File: src/pkg/hscd_pkg.sv
package hscd_pkg;

    // ------------------------------------------------------------------
    // Clock and timing
    // ------------------------------------------------------------------
    localparam int unsigned CLOCK_HZ          = 10_000_000;
    localparam int unsigned PLL_IN_MHZ        = 6;
    localparam int unsigned CORE_MHZ          = 48;
    localparam int unsigned SLOW_MHZ          = 12;
    localparam int unsigned PLL_MULT          = CORE_MHZ / PLL_IN_MHZ;
    localparam int unsigned SLOW_DIV          = CORE_MHZ / SLOW_MHZ;
    localparam logic [1:0]  SLOW_DIV_LAST     = 2'(SLOW_DIV - 1);
    localparam logic [2:0]  SETTLE_CYCLES     = 3'h4;

    // ------------------------------------------------------------------
    // Register port
    // ------------------------------------------------------------------
    localparam int unsigned ADDR_W            = 4;
    localparam int unsigned DATA_W            = 16;
    localparam logic [3:0]  REG_CTRL          = 4'h0;
    localparam logic [3:0]  REG_STRAPS        = 4'h1;
    localparam logic [3:0]  REG_HUB_CHAR      = 4'h2;
    localparam logic [3:0]  REG_PWR_GOOD      = 4'h3;
    localparam logic [3:0]  REG_PORT_COUNT    = 4'h4;

    // Control register fields
    localparam int unsigned CTRL_POWER_LSB    = 0;
    localparam int unsigned CTRL_SUSPEND_BIT  = 3;
    localparam logic [3:0]  CTRL_RESET        = 4'h0;

    // Strap vector layout
    localparam int unsigned STRAP_W           = 6;
    localparam int unsigned STRAP_BYPASS      = 0;
    localparam int unsigned STRAP_THREE_N     = 1;
    localparam int unsigned STRAP_BUS_PWR_N   = 2;
    localparam int unsigned STRAP_PROT_SW_N   = 3;
    localparam int unsigned STRAP_FIXED_LSB   = 4;
    localparam int unsigned STRAP_VALID_BIT   = 6;
    localparam logic [5:0]  STRAP_RESET       = 6'h00;

    // ------------------------------------------------------------------
    // Descriptor values
    // ------------------------------------------------------------------
    localparam int unsigned PORTS_MAX         = 3;
    localparam logic [1:0]  PORTS_THREE       = 2'h3;
    localparam logic [1:0]  PORTS_TWO         = 2'h2;
    localparam int unsigned HUB_CHAR_OC_BIT   = 4;
    localparam logic [1:0]  HUB_SW_PER_PORT   = 2'h1;
    localparam logic [1:0]  HUB_SW_NONE       = 2'h2;
    localparam int unsigned PWR_GOOD_MS       = 100;
    localparam int unsigned PWR_GOOD_MS_UNIT  = 2;
    localparam logic [7:0]  PWR_GOOD_SWITCHED = 8'(PWR_GOOD_MS / PWR_GOOD_MS_UNIT);
    localparam logic [7:0]  PWR_GOOD_NONE     = 8'h00;
    localparam logic [15:0] HUB_CHAR_RESET    = 16'h0000;

    typedef enum logic [0:0] {
        HSCD_SETTLE,
        HSCD_RUN
    } hscd_state_t;

endpackage

File: src/verilog/hscd_top.sv
//Function
// - Port power enables are active-low push-pull outputs
// - Suspend status high in suspend, else low
// - Clock mode low selects PLL core clock
// - Clock mode high bypasses PLL, direct clock
// - PLL mode derives 48 and 12 MHz
// - Port strap 0 gives three, 1 two
// - Bus-powered always reports ports power-switched
// - Shared strap meaning depends on power mode
// - Bus-powered D4 follows overcurrent strap level
// - Self-powered always reports overcurrent protection
// - Self-powered power-good time 50 or 0
`timescale 1ns/1ns
module hscd_top (
    input  wire logic                        clock,
    input  wire logic                        rst_n,
    input  wire logic                        clk_en,
    input  wire logic                        core_clock_bypass_strap,
    input  wire logic                        three_port_select_n,
    input  wire logic                        bus_power_select_n,
    input  wire logic                        overcurrent_protect_strap_n,
    input  wire logic [1:0]                  fixed_port_count_sel,
    input  wire logic [hscd_pkg::ADDR_W-1:0] reg_addr,
    input  wire logic [hscd_pkg::DATA_W-1:0] reg_wdata,
    input  wire logic                        reg_wr,
    input  wire logic                        reg_rd,
    output logic      [hscd_pkg::DATA_W-1:0] reg_rdata,
    output logic      [2:0]                  port_power_enable_n,
    output logic                             suspend_status_out,
    output logic                             core_clock_pll,
    output logic                             slow_clock_tick,
    output logic      [15:0]                 hub_characteristics,
    output logic      [7:0]                  power_on_to_good,
    output logic      [1:0]                  port_count,
    output logic                             config_valid
);

    // ------------------------------------------------------------------
    // Reset release
    // ------------------------------------------------------------------
    logic rst_s1_q;
    logic rst_s2_q;
    logic rst_sync_n;

    always_ff @(posedge clock or negedge rst_n) begin
        if (!rst_n) begin
            rst_s1_q <= 1'b0;
            rst_s2_q <= 1'b0;
        end else begin
            rst_s1_q <= 1'b1;
            rst_s2_q <= rst_s1_q;
        end
    end

    assign rst_sync_n = rst_s2_q;

    // ------------------------------------------------------------------
    // Strap pin filtering
    // ------------------------------------------------------------------
    logic [hscd_pkg::STRAP_W-1:0] strap_pins;
    logic [hscd_pkg::STRAP_W-1:0] strap_level;

    assign strap_pins = {fixed_port_count_sel,
                         overcurrent_protect_strap_n,
                         bus_power_select_n,
                         three_port_select_n,
                         core_clock_bypass_strap};

    hscd_strap_sync u_strap_sync (
        .clock     (clock),
        .rst_n     (rst_sync_n),
        .clk_en    (clk_en),
        .pins_in   (strap_pins),
        .level_out (strap_level)
    );

    // ------------------------------------------------------------------
    // Capture sequencer
    // ------------------------------------------------------------------
    hscd_pkg::hscd_state_t        state_q, state_d;
    logic [2:0]                   settle_q, settle_d;
    logic [hscd_pkg::STRAP_W-1:0] strap_q, strap_d;

    always_comb begin
        state_d  = state_q;
        settle_d = settle_q;
        strap_d  = strap_q;
        case (state_q)
            hscd_pkg::HSCD_SETTLE: begin
                if (settle_q == hscd_pkg::SETTLE_CYCLES) begin
                    strap_d = strap_level;
                    state_d = hscd_pkg::HSCD_RUN;
                end else begin
                    settle_d = settle_q + 3'h1;
                end
            end
            hscd_pkg::HSCD_RUN: begin
                strap_d = strap_q;
            end
            default: begin
                state_d = hscd_pkg::HSCD_SETTLE;
            end
        endcase
    end

    always_ff @(posedge clock or negedge rst_sync_n) begin
        if (!rst_sync_n) begin
            state_q  <= hscd_pkg::HSCD_SETTLE;
            settle_q <= 3'h0;
            strap_q  <= hscd_pkg::STRAP_RESET;
        end else if (clk_en) begin
            state_q  <= state_d;
            settle_q <= settle_d;
            strap_q  <= strap_d;
        end
    end

    // ------------------------------------------------------------------
    // Decoded configuration
    // ------------------------------------------------------------------
    logic running;
    logic bypass;
    logic three_ports;
    logic self_powered;
    logic shared_strap_n;
    logic oc_strap_n;
    logic sw_strap_n;

    assign running        = (state_q == hscd_pkg::HSCD_RUN);
    assign bypass         = strap_q[hscd_pkg::STRAP_BYPASS];
    assign three_ports    = ~strap_q[hscd_pkg::STRAP_THREE_N];
    assign self_powered   = strap_q[hscd_pkg::STRAP_BUS_PWR_N];
    assign shared_strap_n = strap_q[hscd_pkg::STRAP_PROT_SW_N];
    // Shared strap is overcurrent indication or switching indication
    assign oc_strap_n     = self_powered ? 1'b0 : shared_strap_n;
    assign sw_strap_n     = self_powered ? shared_strap_n : 1'b0;

    // ------------------------------------------------------------------
    // Control register
    // ------------------------------------------------------------------
    logic [3:0] ctrl_q, ctrl_d;

    always_comb begin
        ctrl_d = ctrl_q;
        if (reg_wr && (reg_addr == hscd_pkg::REG_CTRL)) begin
            ctrl_d = reg_wdata[3:0];
        end
    end

    always_ff @(posedge clock or negedge rst_sync_n) begin
        if (!rst_sync_n) begin
            ctrl_q <= hscd_pkg::CTRL_RESET;
        end else if (clk_en) begin
            ctrl_q <= ctrl_d;
        end
    end

    // ------------------------------------------------------------------
    // Descriptor reporting
    // ------------------------------------------------------------------
    logic [15:0] hub_char_q, hub_char_d;
    logic [7:0]  pwr_good_q, pwr_good_d;
    logic [1:0]  ports_q, ports_d;
    logic        valid_q, valid_d;

    always_comb begin
        hub_char_d = hscd_pkg::HUB_CHAR_RESET;
        pwr_good_d = hscd_pkg::PWR_GOOD_NONE;
        ports_d    = three_ports ? hscd_pkg::PORTS_THREE : hscd_pkg::PORTS_TWO;
        valid_d    = running;
        if (!self_powered) begin
            hub_char_d[1:0] = hscd_pkg::HUB_SW_PER_PORT;
            hub_char_d[hscd_pkg::HUB_CHAR_OC_BIT] = oc_strap_n;
            pwr_good_d = hscd_pkg::PWR_GOOD_SWITCHED;
        end else begin
            hub_char_d[hscd_pkg::HUB_CHAR_OC_BIT] = 1'b0;
            if (!sw_strap_n) begin
                hub_char_d[1:0] = hscd_pkg::HUB_SW_PER_PORT;
                pwr_good_d = hscd_pkg::PWR_GOOD_SWITCHED;
            end else begin
                hub_char_d[1:0] = hscd_pkg::HUB_SW_NONE;
                pwr_good_d = hscd_pkg::PWR_GOOD_NONE;
            end
        end
        if (!running) begin
            hub_char_d = hscd_pkg::HUB_CHAR_RESET;
            pwr_good_d = hscd_pkg::PWR_GOOD_NONE;
            ports_d    = 2'h0;
        end
    end

    always_ff @(posedge clock or negedge rst_sync_n) begin
        if (!rst_sync_n) begin
            hub_char_q <= hscd_pkg::HUB_CHAR_RESET;
            pwr_good_q <= hscd_pkg::PWR_GOOD_NONE;
            ports_q    <= 2'h0;
            valid_q    <= 1'b0;
        end else if (clk_en) begin
            hub_char_q <= hub_char_d;
            pwr_good_q <= pwr_good_d;
            ports_q    <= ports_d;
            valid_q    <= valid_d;
        end
    end

    // ------------------------------------------------------------------
    // Clock source and derived slow tick
    // ------------------------------------------------------------------
    logic       pll_sel_q, pll_sel_d;
    logic [1:0] div_q, div_d;
    logic       tick_q, tick_d;

    always_comb begin
        pll_sel_d = running & ~bypass;
        div_d     = div_q;
        tick_d    = 1'b0;
        if (running) begin
            if (div_q == hscd_pkg::SLOW_DIV_LAST) begin
                div_d  = 2'h0;
                tick_d = 1'b1;
            end else begin
                div_d = div_q + 2'h1;
            end
        end else begin
            div_d = 2'h0;
        end
    end

    always_ff @(posedge clock or negedge rst_sync_n) begin
        if (!rst_sync_n) begin
            pll_sel_q <= 1'b0;
            div_q     <= 2'h0;
            tick_q    <= 1'b0;
        end else if (clk_en) begin
            pll_sel_q <= pll_sel_d;
            div_q     <= div_d;
            tick_q    <= tick_d;
        end
    end

    // ------------------------------------------------------------------
    // Port power and suspend outputs
    // ------------------------------------------------------------------
    logic [2:0] pwr_en_n_q, pwr_en_n_d;
    logic       susp_q, susp_d;
    logic [2:0] port_exists;

    assign port_exists = {three_ports, 2'b11};

    always_comb begin
        // Low level switches the external supply on
        pwr_en_n_d = ~(ctrl_q[2:0] & port_exists & {3{running}});
        susp_d     = running & ctrl_q[hscd_pkg::CTRL_SUSPEND_BIT];
    end

    always_ff @(posedge clock or negedge rst_sync_n) begin
        if (!rst_sync_n) begin
            pwr_en_n_q <= 3'h7;
            susp_q     <= 1'b0;
        end else if (clk_en) begin
            pwr_en_n_q <= pwr_en_n_d;
            susp_q     <= susp_d;
        end
    end

    // ------------------------------------------------------------------
    // Register read port
    // ------------------------------------------------------------------
    logic [hscd_pkg::DATA_W-1:0] rdata_q, rdata_d;

    always_comb begin
        rdata_d = '0;
        if (reg_rd) begin
            case (reg_addr)
                hscd_pkg::REG_CTRL: begin
                    rdata_d[3:0] = ctrl_q;
                end
                hscd_pkg::REG_STRAPS: begin
                    rdata_d[hscd_pkg::STRAP_W-1:0]   = strap_q;
                    rdata_d[hscd_pkg::STRAP_VALID_BIT] = valid_q;
                end
                hscd_pkg::REG_HUB_CHAR: begin
                    rdata_d = hub_char_q;
                end
                hscd_pkg::REG_PWR_GOOD: begin
                    rdata_d[7:0] = pwr_good_q;
                end
                hscd_pkg::REG_PORT_COUNT: begin
                    rdata_d[1:0] = ports_q;
                end
                default: begin
                    rdata_d = '0;
                end
            endcase
        end
    end

    always_ff @(posedge clock or negedge rst_sync_n) begin
        if (!rst_sync_n) begin
            rdata_q <= '0;
        end else if (clk_en) begin
            rdata_q <= rdata_d;
        end
    end

    // ------------------------------------------------------------------
    // Outputs
    // ------------------------------------------------------------------
    assign reg_rdata           = rdata_q;
    assign port_power_enable_n = pwr_en_n_q;
    assign suspend_status_out  = susp_q;
    assign core_clock_pll      = pll_sel_q;
    assign slow_clock_tick     = tick_q;
    assign hub_characteristics = hub_char_q;
    assign power_on_to_good    = pwr_good_q;
    assign port_count          = ports_q;
    assign config_valid        = valid_q;

endmodule

File: src/verilog/hscd_strap_sync.sv
`timescale 1ns/1ns
module hscd_strap_sync (
    input  wire logic                         clock,
    input  wire logic                         rst_n,
    input  wire logic                         clk_en,
    input  wire logic [hscd_pkg::STRAP_W-1:0] pins_in,
    output logic      [hscd_pkg::STRAP_W-1:0] level_out
);

    // ------------------------------------------------------------------
    // Three-stage filter per pin; level moves once stages two and three agree
    // ------------------------------------------------------------------
    genvar i;
    generate
        for (i = 0; i < hscd_pkg::STRAP_W; i = i + 1) begin : g_bit
            logic s1_q, s2_q, s3_q, lvl_q;
            logic s1_d, s2_d, s3_d, lvl_d;

            always_comb begin
                s1_d  = pins_in[i];
                s2_d  = s1_q;
                s3_d  = s2_q;
                lvl_d = (s2_q == s3_q) ? s3_q : lvl_q;
            end

            always_ff @(posedge clock or negedge rst_n) begin
                if (!rst_n) begin
                    s1_q  <= 1'b0;
                    s2_q  <= 1'b0;
                    s3_q  <= 1'b0;
                    lvl_q <= 1'b0;
                end else if (clk_en) begin
                    s1_q  <= s1_d;
                    s2_q  <= s2_d;
                    s3_q  <= s3_d;
                    lvl_q <= lvl_d;
                end
            end

            assign level_out[i] = lvl_q;
        end
    endgenerate

endmodule

File: config.mk
export PLATFORM = sky130hd
export DESIGN_NAME = hscd_top
export DESIGN_NICKNAME = d
export VERILOG_FILES = /design/src/pkg/hscd_pkg.sv /design/src/verilog/hscd_top.sv /design/src/verilog/hscd_strap_sync.sv
export SDC_FILE = /design/constraint.sdc
export NUM_CORES = 1
export LEC_CHECK = 0
export BUFFER_PORTS_ARGS = -buffer_cell sky130_fd_sc_hd__buf_2
export CAP_MARGIN = 20
export CORE_UTILIZATION = 35
export CTS_CLUSTER_DIAMETER = 150
export DETAILED_ROUTE_END_ITERATION = 6
export PLACE_DENSITY = 0.59
export SLEW_MARGIN = 20
export SYNTH_ARGS = -nofsm -noshare
export SYNTH_HDL_FRONTEND = slang
export SYNTH_SLANG_ARGS = --single-unit
File: constraint.sdc
create_clock -name clock -period 4.2 [get_ports clock]
set_clock_uncertainty 0.1 [all_clocks]
set_input_delay 0.84 -clock clock [delete_from_list [all_inputs] [get_ports clock]]
set_output_delay 0.84 -clock clock [all_outputs]
set_load 0.01 [all_outputs]
# [After elaboration in Yosys (flattened, before gate mapping)]
# Cells that the tools add are included.
[op_classes] addsub=2 n_eq_ne=13 n_mux=24 n_bitwise=9 n_reduce_logical=11
[ops] operator="$mux 6" n=4
[ops] operator="$mux 16" n=1
[ops] operator="$mux 8" n=2
[ops] operator="$reduce_and 2->1" n=7
[ops] operator="$mux 2" n=5
[ops] operator="$pmux 2 s5" n=1
[ops] operator="$pmux 3 s3" n=1
[ops] operator="$eq 4x2->1 const B" n=2
[ops] operator="$pmux 2 s4" n=1
[ops] operator="$mux 1" n=7
[ops] operator="$and 3x3->3" n=2
[ops] operator="$eq 1x1->1" n=6
[ops] operator="$reduce_and 3->1" n=2
[ops] operator="$mux 5" n=1
[ops] operator="$eq 4x1->1 const B" n=1
[ops] operator="$eq 4x3->1 const B" n=1
[ops] operator="$logic_not 4->1" n=1
[ops] operator="$not 1->1" n=4
[ops] operator="$add 3x1->3 const B" n=1
[ops] operator="$eq 3x3->1 const B" n=1
[ops] operator="$not 3->3" n=1
[ops] operator="$add 2x1->2 const B" n=1
[ops] operator="$and 1x1->1" n=2
[ops] operator="$eq 2x2->1 const B" n=1
[ops] operator="other kinds (3)" n=3
[word_totals] reg_bits=91 input_bits=31 output_inout_bits=49 wordCells=99

# [Depth between registers and ports, before layout]
# Gate-level depths: netlist of run 1.
[logic_depth] word_depth=4 depth_mapped=5

# [Cells and area by module]
# Synthesis of run 1 repeated with hierarchy kept, for this count alone.
[hier_totals] hier_cells=248 hier_area_um2=2905.3
[modules_own_cells] mod="hscd_top" n_inst=1 cells_per_inst=179 area_per_inst_um2=1891.8 seq_area_each_um2=904.6
[modules_own_cells] mod="hscd_strap_sync" n_inst=1 cells_per_inst=69 area_per_inst_um2=1013.5 seq_area_each_um2=600.6

# [Worst setup path before layout of run 1]
# OpenSTA, ideal clock, no wires.
[synth_path] path_kind="in2reg" startpoint="input reg_addr[2] (netlist bit)" endpoint="register ctrl_q[0]" setup_time_ns=0.128 t_arrival_ns=1.635 required_ns=3.972 slack_ns=2.338 path_stages=4 n_path_buf=1 path_cell_list="buf_6 > nor4_2 > nand3_2 > mux2_1"
[synth_via] elab_chain_len=3
[synth_lines] element="start, declared" line_no="hscd_top.sv:23" source="input wire logic [hscd_pkg::ADDR_W-1:0] reg_addr,"
[synth_lines] element="$logic_not 4->1" line_no="hscd_top.sv:145" source="if (reg_wr && (reg_addr == hscd_pkg::REG_CTRL)) begin"
[synth_lines] element="$logic_and 1x1->1" line_no="hscd_top.sv:145"
[synth_lines] element="$reduce_and 2->1 (no line)"
[synth_lines] element="end signal, assigned" line_no="hscd_top.sv:152" source="ctrl_q <= hscd_pkg::CTRL_RESET;"
[synth_lines] element="end signal, assigned" line_no="hscd_top.sv:154" source="ctrl_q <= ctrl_d;"
[synth_lines] element="end, declared" line_no="hscd_top.sv:141" source="logic [3:0] ctrl_q, ctrl_d;"
# Every way passes these cells.
# A chain may end at the register's enable or synchronous reset.

# [Worst setup path in the final report of run 1]
[layout_path] startpoint="input clk_en" endpoint="register strap_q[0] (netlist bit)"
[layout_via] elab_chain_len=1
[layout_lines] element="start, declared" line_no="hscd_top.sv:17" source="input wire logic clk_en,"
[layout_lines] element="$reduce_and 3->1 (no line)"
[layout_lines] element="end signal, assigned" line_no="hscd_top.sv:110" source="strap_q <= hscd_pkg::STRAP_RESET;"
[layout_lines] element="end signal, assigned" line_no="hscd_top.sv:114" source="strap_q <= strap_d;"
[layout_lines] element="end, declared" line_no="hscd_top.sv:82" source="logic [hscd_pkg::STRAP_W-1:0] strap_q, strap_d;"
# Every way passes these cells.

==> summary.md, run 1 <==
| Metric | Value |
|---|---|
| Period minus WS final | `2150 ps` |
| H-tree Lvls | `3` |
| Residual DRC | `0` |
| Final ANT Viol Nets | `0` |
| Core area | `~8000 um2` |
| Power density cells | `539 nW/um2` |
| Register area share after synthesis | `roughly 54%` |
| Total number of yosys warnings | `0` |
| Clock sinks | `60` |
| Row cnt | `32` |
| Initial antenna violation count | `0` |
| Status | `finished clean` |
| Fin util | `about two fifths` |
| TritonCTS clock tree | `done` |
| Initial core utilization | `36.2%` |
| Layout cells sized above 1 | `about 22%` |
| Top delay family on crit path | `buffers and inverters` |
| Syn Std Cell Area | `2810 um2` |
| Syn Inst Count | `253` |
| Slew at the pin with the worst max-slew slack | `735 ps` |
| Chip width | `91.6 um` |
| Crit Path Category | `in2reg` |
| Final period util | `roughly 51%` |
| DR vias | `around 1,800` |
| # setup viols final | `0` |
| CP max stage cell | `buf_2` |
| Vias in the first global route | `1,626` |
| First-pass GRT wire length | `8.00 mm` |
| Clock Tree Buf Depth | `2` |
| Relative slew slack | `51.0%` |
| Crit end category | `flop` |
| Nets | `about 320` |
| Worst hold path class | `in2async` |
| Fin cells | `396` |
| GR Overflow Total | `0` |
| Inserted Clock Buffers | `9` |
| Area Growth Syn to Fin | `12.8%` |
| Most frequent cells in the layout | `56 x dfrtp_1, 40 x buf_2, 31 x mux2_1` |
| # port buffers | `40` |
| Pin count of the biggest net entering global routing | `59` |
| Final hold vios | `0` |
| DIE HEIGHT | `91.6 um` |
| Most common cell after layout, fill and taps aside | `dfrtp_1` |
| Max Fclk | `approximately 460 MHz` |
| Crit Path Max Fanout | `39` |
| Data required time at the worst endpoint | `around 4300 ps` |
| Placed Instances | `380` |
| LEAKAGE | `1.48 nW` |
| Clock transition at path regs | `60 ps` |
| Flop2flop setup slack | `around 2600 ps` |
| Max VDD drop | `0.000299 V` |
| GP Congestion | `0.705` |
| Die area | `8400 um2` |
| Initial DRT Pass Iterations | `4` |
| WP buf/inv | `1` |
| CTS root buffer | `clkbuf_8` |
| Register bit total from synthesis | `60` |
| Routed len/inst | `approximately 12 um` |
| DP HPWL | `3.25 mm` |
| Sum Neg Setup Slack | `0 ps` |
| WHS | `177 ps` |
| Crit path largest cell delay | `560 ps` |
| Initial drt markers | `65` |
| WP data arrival | `2270 ps` |
| Fin area | `3170 um2` |
| Synth unique cells | `33` |
| I/O pins | `80` |
| Total track usage | `around 13%` |
| Worst-skew pair later-pin latency | `330 ps` |
| Routed vias/inst | `4.42` |
| Mapped Avg Cell Area | `11.1 um2` |
| CP Cell Sequence | `buf_2, and2b_1, nand3_2, mux2_1` |
| Postcts setup bufs | `0` |
| RSZ-0062 raised after global routing | `false` |
| Hold Buf Count CTS | `0` |
| Max-Cap Viols | `0` |
| Startpoint type of the worst setup path | `input pin` |
| Final worst slack | `2050 ps` |
| N_diodes | `0` |
| Slew Limit Fails | `0` |
| Post_cts resized | `0` |
| Power consumption | `1.71 mW` |
| DRT Wirelength | `4.69 mm` |
| Placed inst area | `2960 um2` |
| Place WS | `1700 ps` |
flip-flops by register name, indices dropped and copies added (netlist names), 2 cells and up:
name                      count
u_strap_sync.g_bit.s1_q       6
port_power_enable_n           3
strap_q                       6
hub_characteristics           2
ctrl_q                        4
u_strap_sync.g_bit.s3_q       6
u_strap_sync.g_bit.s2_q       6
div_q                         2
u_strap_sync.g_bit.lvl_q      6
port_count                    2
reg_rdata                     7
settle_q                      3
report_power, final:
part / internal (mW) / total (mW) / switching (mW) / leakage [nW]
Clock: 0.331 / 0.555 / 0.223 / 0.109
Sequential: 0.717 / 0.826 / 0.108 / 0.735
Combinational: 0.155 / 0.331 / 0.175 / 0.638
Total: 1.20 / 1.71 / 0.507 / 1.48
final timing paths:
kind,start,end,cells past startpoint
max,clk_en,strap_q[0]$_DFFE_PN0P_,4
max in group asynchronous,rst_s2_q$_DFF_PN0_,power_on_to_good[4]$_DFFE_PN0P_,1
min reg2reg,rst_s1_q$_DFF_PN0_,rst_s2_q$_DFF_PN0_,0
max reg2reg,running$_DFFE_PN0P_,strap_q[0]$_DFFE_PN0P_,3
min in group clock,rst_s1_q$_DFF_PN0_,rst_s2_q$_DFF_PN0_,0
min,rst_n,rst_s2_q$_DFF_PN0_,1
layer usage:
metal,vias to the layer above,GRT usage (%),part of all wire [%]
li1,873,-,-
met1,808,15.9,49
met2,64,19.0,44
met3,5,5.39,6.3
met4,0,4.76,1.3
met5,-,0,0
final cells by class:
| type | count | area, um2 |
|---|---|---|
| well taps | 102 | 128 |
| inverters | 19 | 71.3 |
| multi-input cells | 157 | 1040 |
| fillers | 759 | 4600 |
| repair buffers | 42 | 215 |
| flip-flops and latches | 60 | 1510 |
| clock buffers | 9 | 124 |
| clock inverters | 7 | 91.3 |
Yosys cell counts, drive strengths merged:
cell / number / share of area (%)
dfrtp: 57 / 51
buf: 41 / 10
mux2: 31 / 12
inv: 19 / 2.5
a21oi: 15 / 2.7
nor2: 12 / 1.6
o21ai: 12 / 2.1
nand2: 10 / 1.3
o22ai: 8 / 1.8
nand3: 7 / 1.6
nand2b: 6 / 1.3
a31oi: 4 / 0.89
mux2i: 4 / 1.4
dfstp: 3 / 2.8
ha: 3 / 1.3
nor4: 3 / 0.89
clkbuf: 2 / 0.27
conb: 2 / 0.27
nand3b: 2 / 0.53
nand4: 2 / 0.44
nand4b: 2 / 0.62
nor2b: 2 / 0.44
a221oi: 1 / 0.31
a31o: 1 / 0.31
and2b: 1 / 0.27
nor3: 1 / 0.18
nor3b: 1 / 0.27
xnor2: 1 / 0.31
cell families (layout without fill, tap and decap cells):
kind of cell               count (synthesis)  after routing  synth area share [%]
AOI/OAI and AO/OA                         41             41                  8.10
adders and majority gates                  3              3                  1.34
other                                      2             28                 0.267
xor gates and xnor gates                   1              1                 0.312
and+or+nand+nor                           49             49                  9.52
DFF                                       60             60                  53.5
buffers and inverters                     62             77                  13.1
muxes                                     35             35                  13.8
Power figures use the tool's default switching activity.
==> inputs of run 2 (changes only) <==
Settings changed: ABC_AREA set to 1, PLACE_DENSITY 0.59 to 0.6.
Clock period 4.2 ns to 2.2 ns, I/O delays scaled along.
==> run 2 against run 1 <==
  * Combinational power shrank 14%
  * Sequential share of layout area grew 0.42 points
  * Worst hold slack lost 72 ps
  * First-iteration DRC count grew 85%
  * Synthesized cell count grew 16%
  * Flip-flop and latch count is the same
  * Largest power group unchanged
==> summary.md, run 2 <==
| Metric | Value |
|---|---|
| Final worst slack | `659 ps` |
| Synth unique cells | `30` |
| TritonCTS clock tree | `done` |
| Crit Path Category | `reg2out` |
| Area contributors post-synth | `dfrtp_1 52%, buf_4 8.7%, nand2_1 7.1%, o21ai_0 4.4%, inv_1 3.8%` |
| RSZ-0062 raised after global routing | `false` |
| DIE HEIGHT | `90.7 um` |
| Layout cells sized above 1 | `22.4%` |
| Slew Limit Fails | `0` |
| Power density cells | `838 nW/um2` |
| Max-Cap Viols | `0` |
| Chip width | `90.7 um` |
| Initial drt markers | `120` |
| CP max stage cell | `dfstp_2` |
| GR Overflow Total | `0` |
| Routed len/inst | `11.1 um` |
| Syn Std Cell Area | `2750 um2` |
| Final ANT Viol Nets | `0` |
| Vias in the first global route | `1,830` |
| First-pass GRT wire length | `between 8 and 9 mm` |
| Slew at the pin with the worst max-slew slack | `553 ps` |
| Register bit total from synthesis | `60` |
| Syn Inst Count | `294` |
| Inserted Clock Buffers | `9` |
| Placed inst area | `2910 um2` |
| Row cnt | `31` |
| Initial DRT Pass Iterations | `4` |
| Post-synthesis adder-cell area fraction | `under 10%` |
| Startpoint type of the worst setup path | `flop` |
| Complex-gate fraction of the synthesized area | `between 10% and 20%` |
| Max VDD drop | `approximately 0.00053 V` |
| Pin count of the biggest net entering global routing | `36` |
| Period minus WS final | `1540 ps` |
| Routed vias/inst | `4.39` |
| Clock Tree Buf Depth | `2` |
| Most frequent cells in the layout | `56 x dfrtp_1, 52 x nand2_1, 40 x buf_2` |
| I/O pins | `80` |
| GP Congestion | `0.780` |
| Worst-skew pair later-pin latency | `330 ps` |
| Logic pwr share | `10.8%` |
| WP data arrival | `1000 ps` |
| Place WS | `between 400 and 500 ps` |
| Clock sinks | `60` |
| Area Growth Syn to Fin | `14.2%` |
| Largest area contributor in the netlist | `dfrtp_1` |
| Total track usage | `13.4%` |
| Asr flop ratio synth | `100%` |
| Primary FF master, synth | `dfrtp_1` |
| Cell with the most instances after synthesis | `dfrtp_1` |
| Final period util | `70.0%` |
| Most common cell after layout, fill and taps aside | `dfrtp_1` |
| Top delay family on crit path | `flip-flops` |
| Internal | `1.97 mW` |
| Initial antenna violation count | `0` |
| Crit path largest cell delay | `540 ps` |
| Max reg flops | `7` |
| Status | `finished clean` |
| Post-synthesis xor/xnor area fraction | `0.636%` |
| LEAKAGE | `roughly 1.6 nW` |
| Sw frac | `25.1%` |
| DRT Wirelength | `4.87 mm` |
| N_diodes | `0` |
| Core area | `roughly 7400 um2` |
| DR vias | `1,929` |
| Max Fclk | `649 MHz` |
| # port buffers | `40` |
| Switching pwr | `0.662 mW` |
| Die area | `around 8200 um2` |
| Yosys top cell area share | `51.8%` |
| Register area share after synthesis | `between 50 and 60%` |
| EDFF count, synth | `0` |
| Relative slew slack | `63.1%` |
| Sum Neg Setup Slack | `0 ps` |
| H-tree Lvls | `3` |
| Sequential fraction of design power | `approximately half` |
| Fin area | `approximately 3100 um2` |
| Mapped Avg Cell Area | `9.37 um2` |
| Worst hold path class | `reg2async` |
| CTS root buffer | `clkbuf_8` |
| Final hold vios | `0` |
| Simple-gate share of the synthesized area | `16.9%` |
| DP HPWL | `3.57 mm` |
| Total number of yosys warnings | `0` |
| Initial core utilization | `37.0%` |
| WP buf/inv | `1` |
| Largest family of logic cells by synthesized area | `simple AND/OR/NAND/NOR gates` |
| Post_cts resized | `0` |
| Crit Path Max Fanout | `2` |
| CP Cell Sequence | `buf_2` |
| # setup viols final | `0` |
| Clock Power Share | `40.0%` |
| Nets | `369` |
| Synth cell count leaders | `57 x dfrtp_1, 52 x nand2_1, 32 x buf_4` |
| Postcts setup bufs | `0` |
| Crit end category | `output pin` |
| Clock transition at path regs | `about 70 ps` |
| Proportion of synthesized area in mux cells | `0%` |
| Data required time at the worst endpoint | `1660 ps` |
| Residual DRC | `0` |
-- run 2: cell types whose count changed after synthesis, sizes merged, moves of 7 or more --
cell / before / now
nand2: 10 / 55
nand3: 7 / 16
o22ai: 8 / 1
a21oi: 15 / 5
inv: 19 / 31
o21ai: 12 / 34
nor2: 12 / 28
mux2: 31 / 0
-- run 2: metrics by stage --
stage / power [mW] / utilization, % / hold slack [ps] / cells
2_1_floorplan: 1.54 / - / 44.4 / 320
3_3_place_gp: 1.59 / 39.1 / 115 / 422
3_5_place_dp: 1.61 / 39.1 / 125 / 422
4_1_cts: 2.67 / 42.2 / 130 / 439
5_1_grt: 2.78 / 42.2 / 160 / 439
6_report: 2.64 / 42.2 / 105 / 439
-- run 2: worst paths after layout --
check	startpoint	endpoint	slack (ps)	cells past startpoint
setup reg to reg	settle_q[0]$_DFFE_PN0P_	strap_q[4]$_DFFE_PN0P_	680	5
hold / removal	rst_s2_q$_DFF_PN0_	strap_q[3]$_DFFE_PN0P_	110	0
min in group clock	three_port_select_n	u_strap_sync.g_bit[1].s1_q$_DFFE_PN0P_	210	3
hold reg to reg	rst_s2_q$_DFF_PN0_	strap_q[3]$_DFFE_PN0P_	110	0
setup / recovery	port_power_enable_n[2]$_DFFE_PN1P_	port_power_enable_n[2]	660	1
max in group asynchronous	rst_s2_q$_DFF_PN0_	reg_rdata[0]$_DFFE_PN0P_	1240	1
-- run 2: per-layer routing --
layer | global-route usage (%) | wire [um]
met5 | 0 | 0
met4 | 3.63 | 48
met3 | 5.22 | 245
met2 | 21.3 | 2280
met1 | 16.9 | 2300
-- run 2: final cells by class --
type | count | area (um2)
clock inverters | 3 | 42.5
multi-input cells | 189 | 943
well taps | 99 | 124
repair buffers | 44 | 233
clock buffers | 13 | 179
inverters | 31 | 116
fillers | 738 | 4300
flip-flops and latches | 60 | 1510
-- run 2: power by group through the flow --
| stage | Clock, mW | Combinational (mW) | Sequential [mW] |
|---|---|---|---|
| after CTS | 1.09 | 0.292 | 1.30 |
| after floorplan | 0 | 0.223 | 1.32 |
| after detailed placement | 0 | 0.290 | 1.32 |
| final | 1.06 | 0.285 | 1.29 |
| after global placement | 0 | 0.283 | 1.31 |
| after global routing | 1.13 | 0.334 | 1.31 |
-- run 2: cell families (layout without fill, tap and decap cells) --
logic type / count (synthesis) / after routing
AND/OR/NAND/NOR: 103 / 103
buffers and inverters: 71 / 91
flip-flops: 60 / 60
AO/OA/AOI/OAI: 53 / 53
adder cells (fa/ha/maj): 3 / 3
other: 2 / 28
XOR/XNOR: 2 / 2
-- run 2: timing repair --
action | CTS | global route
hold endpoints to repair | 2 | 0
hold buffers | 1 | 0
setup endpoints to repair | 0 | 0
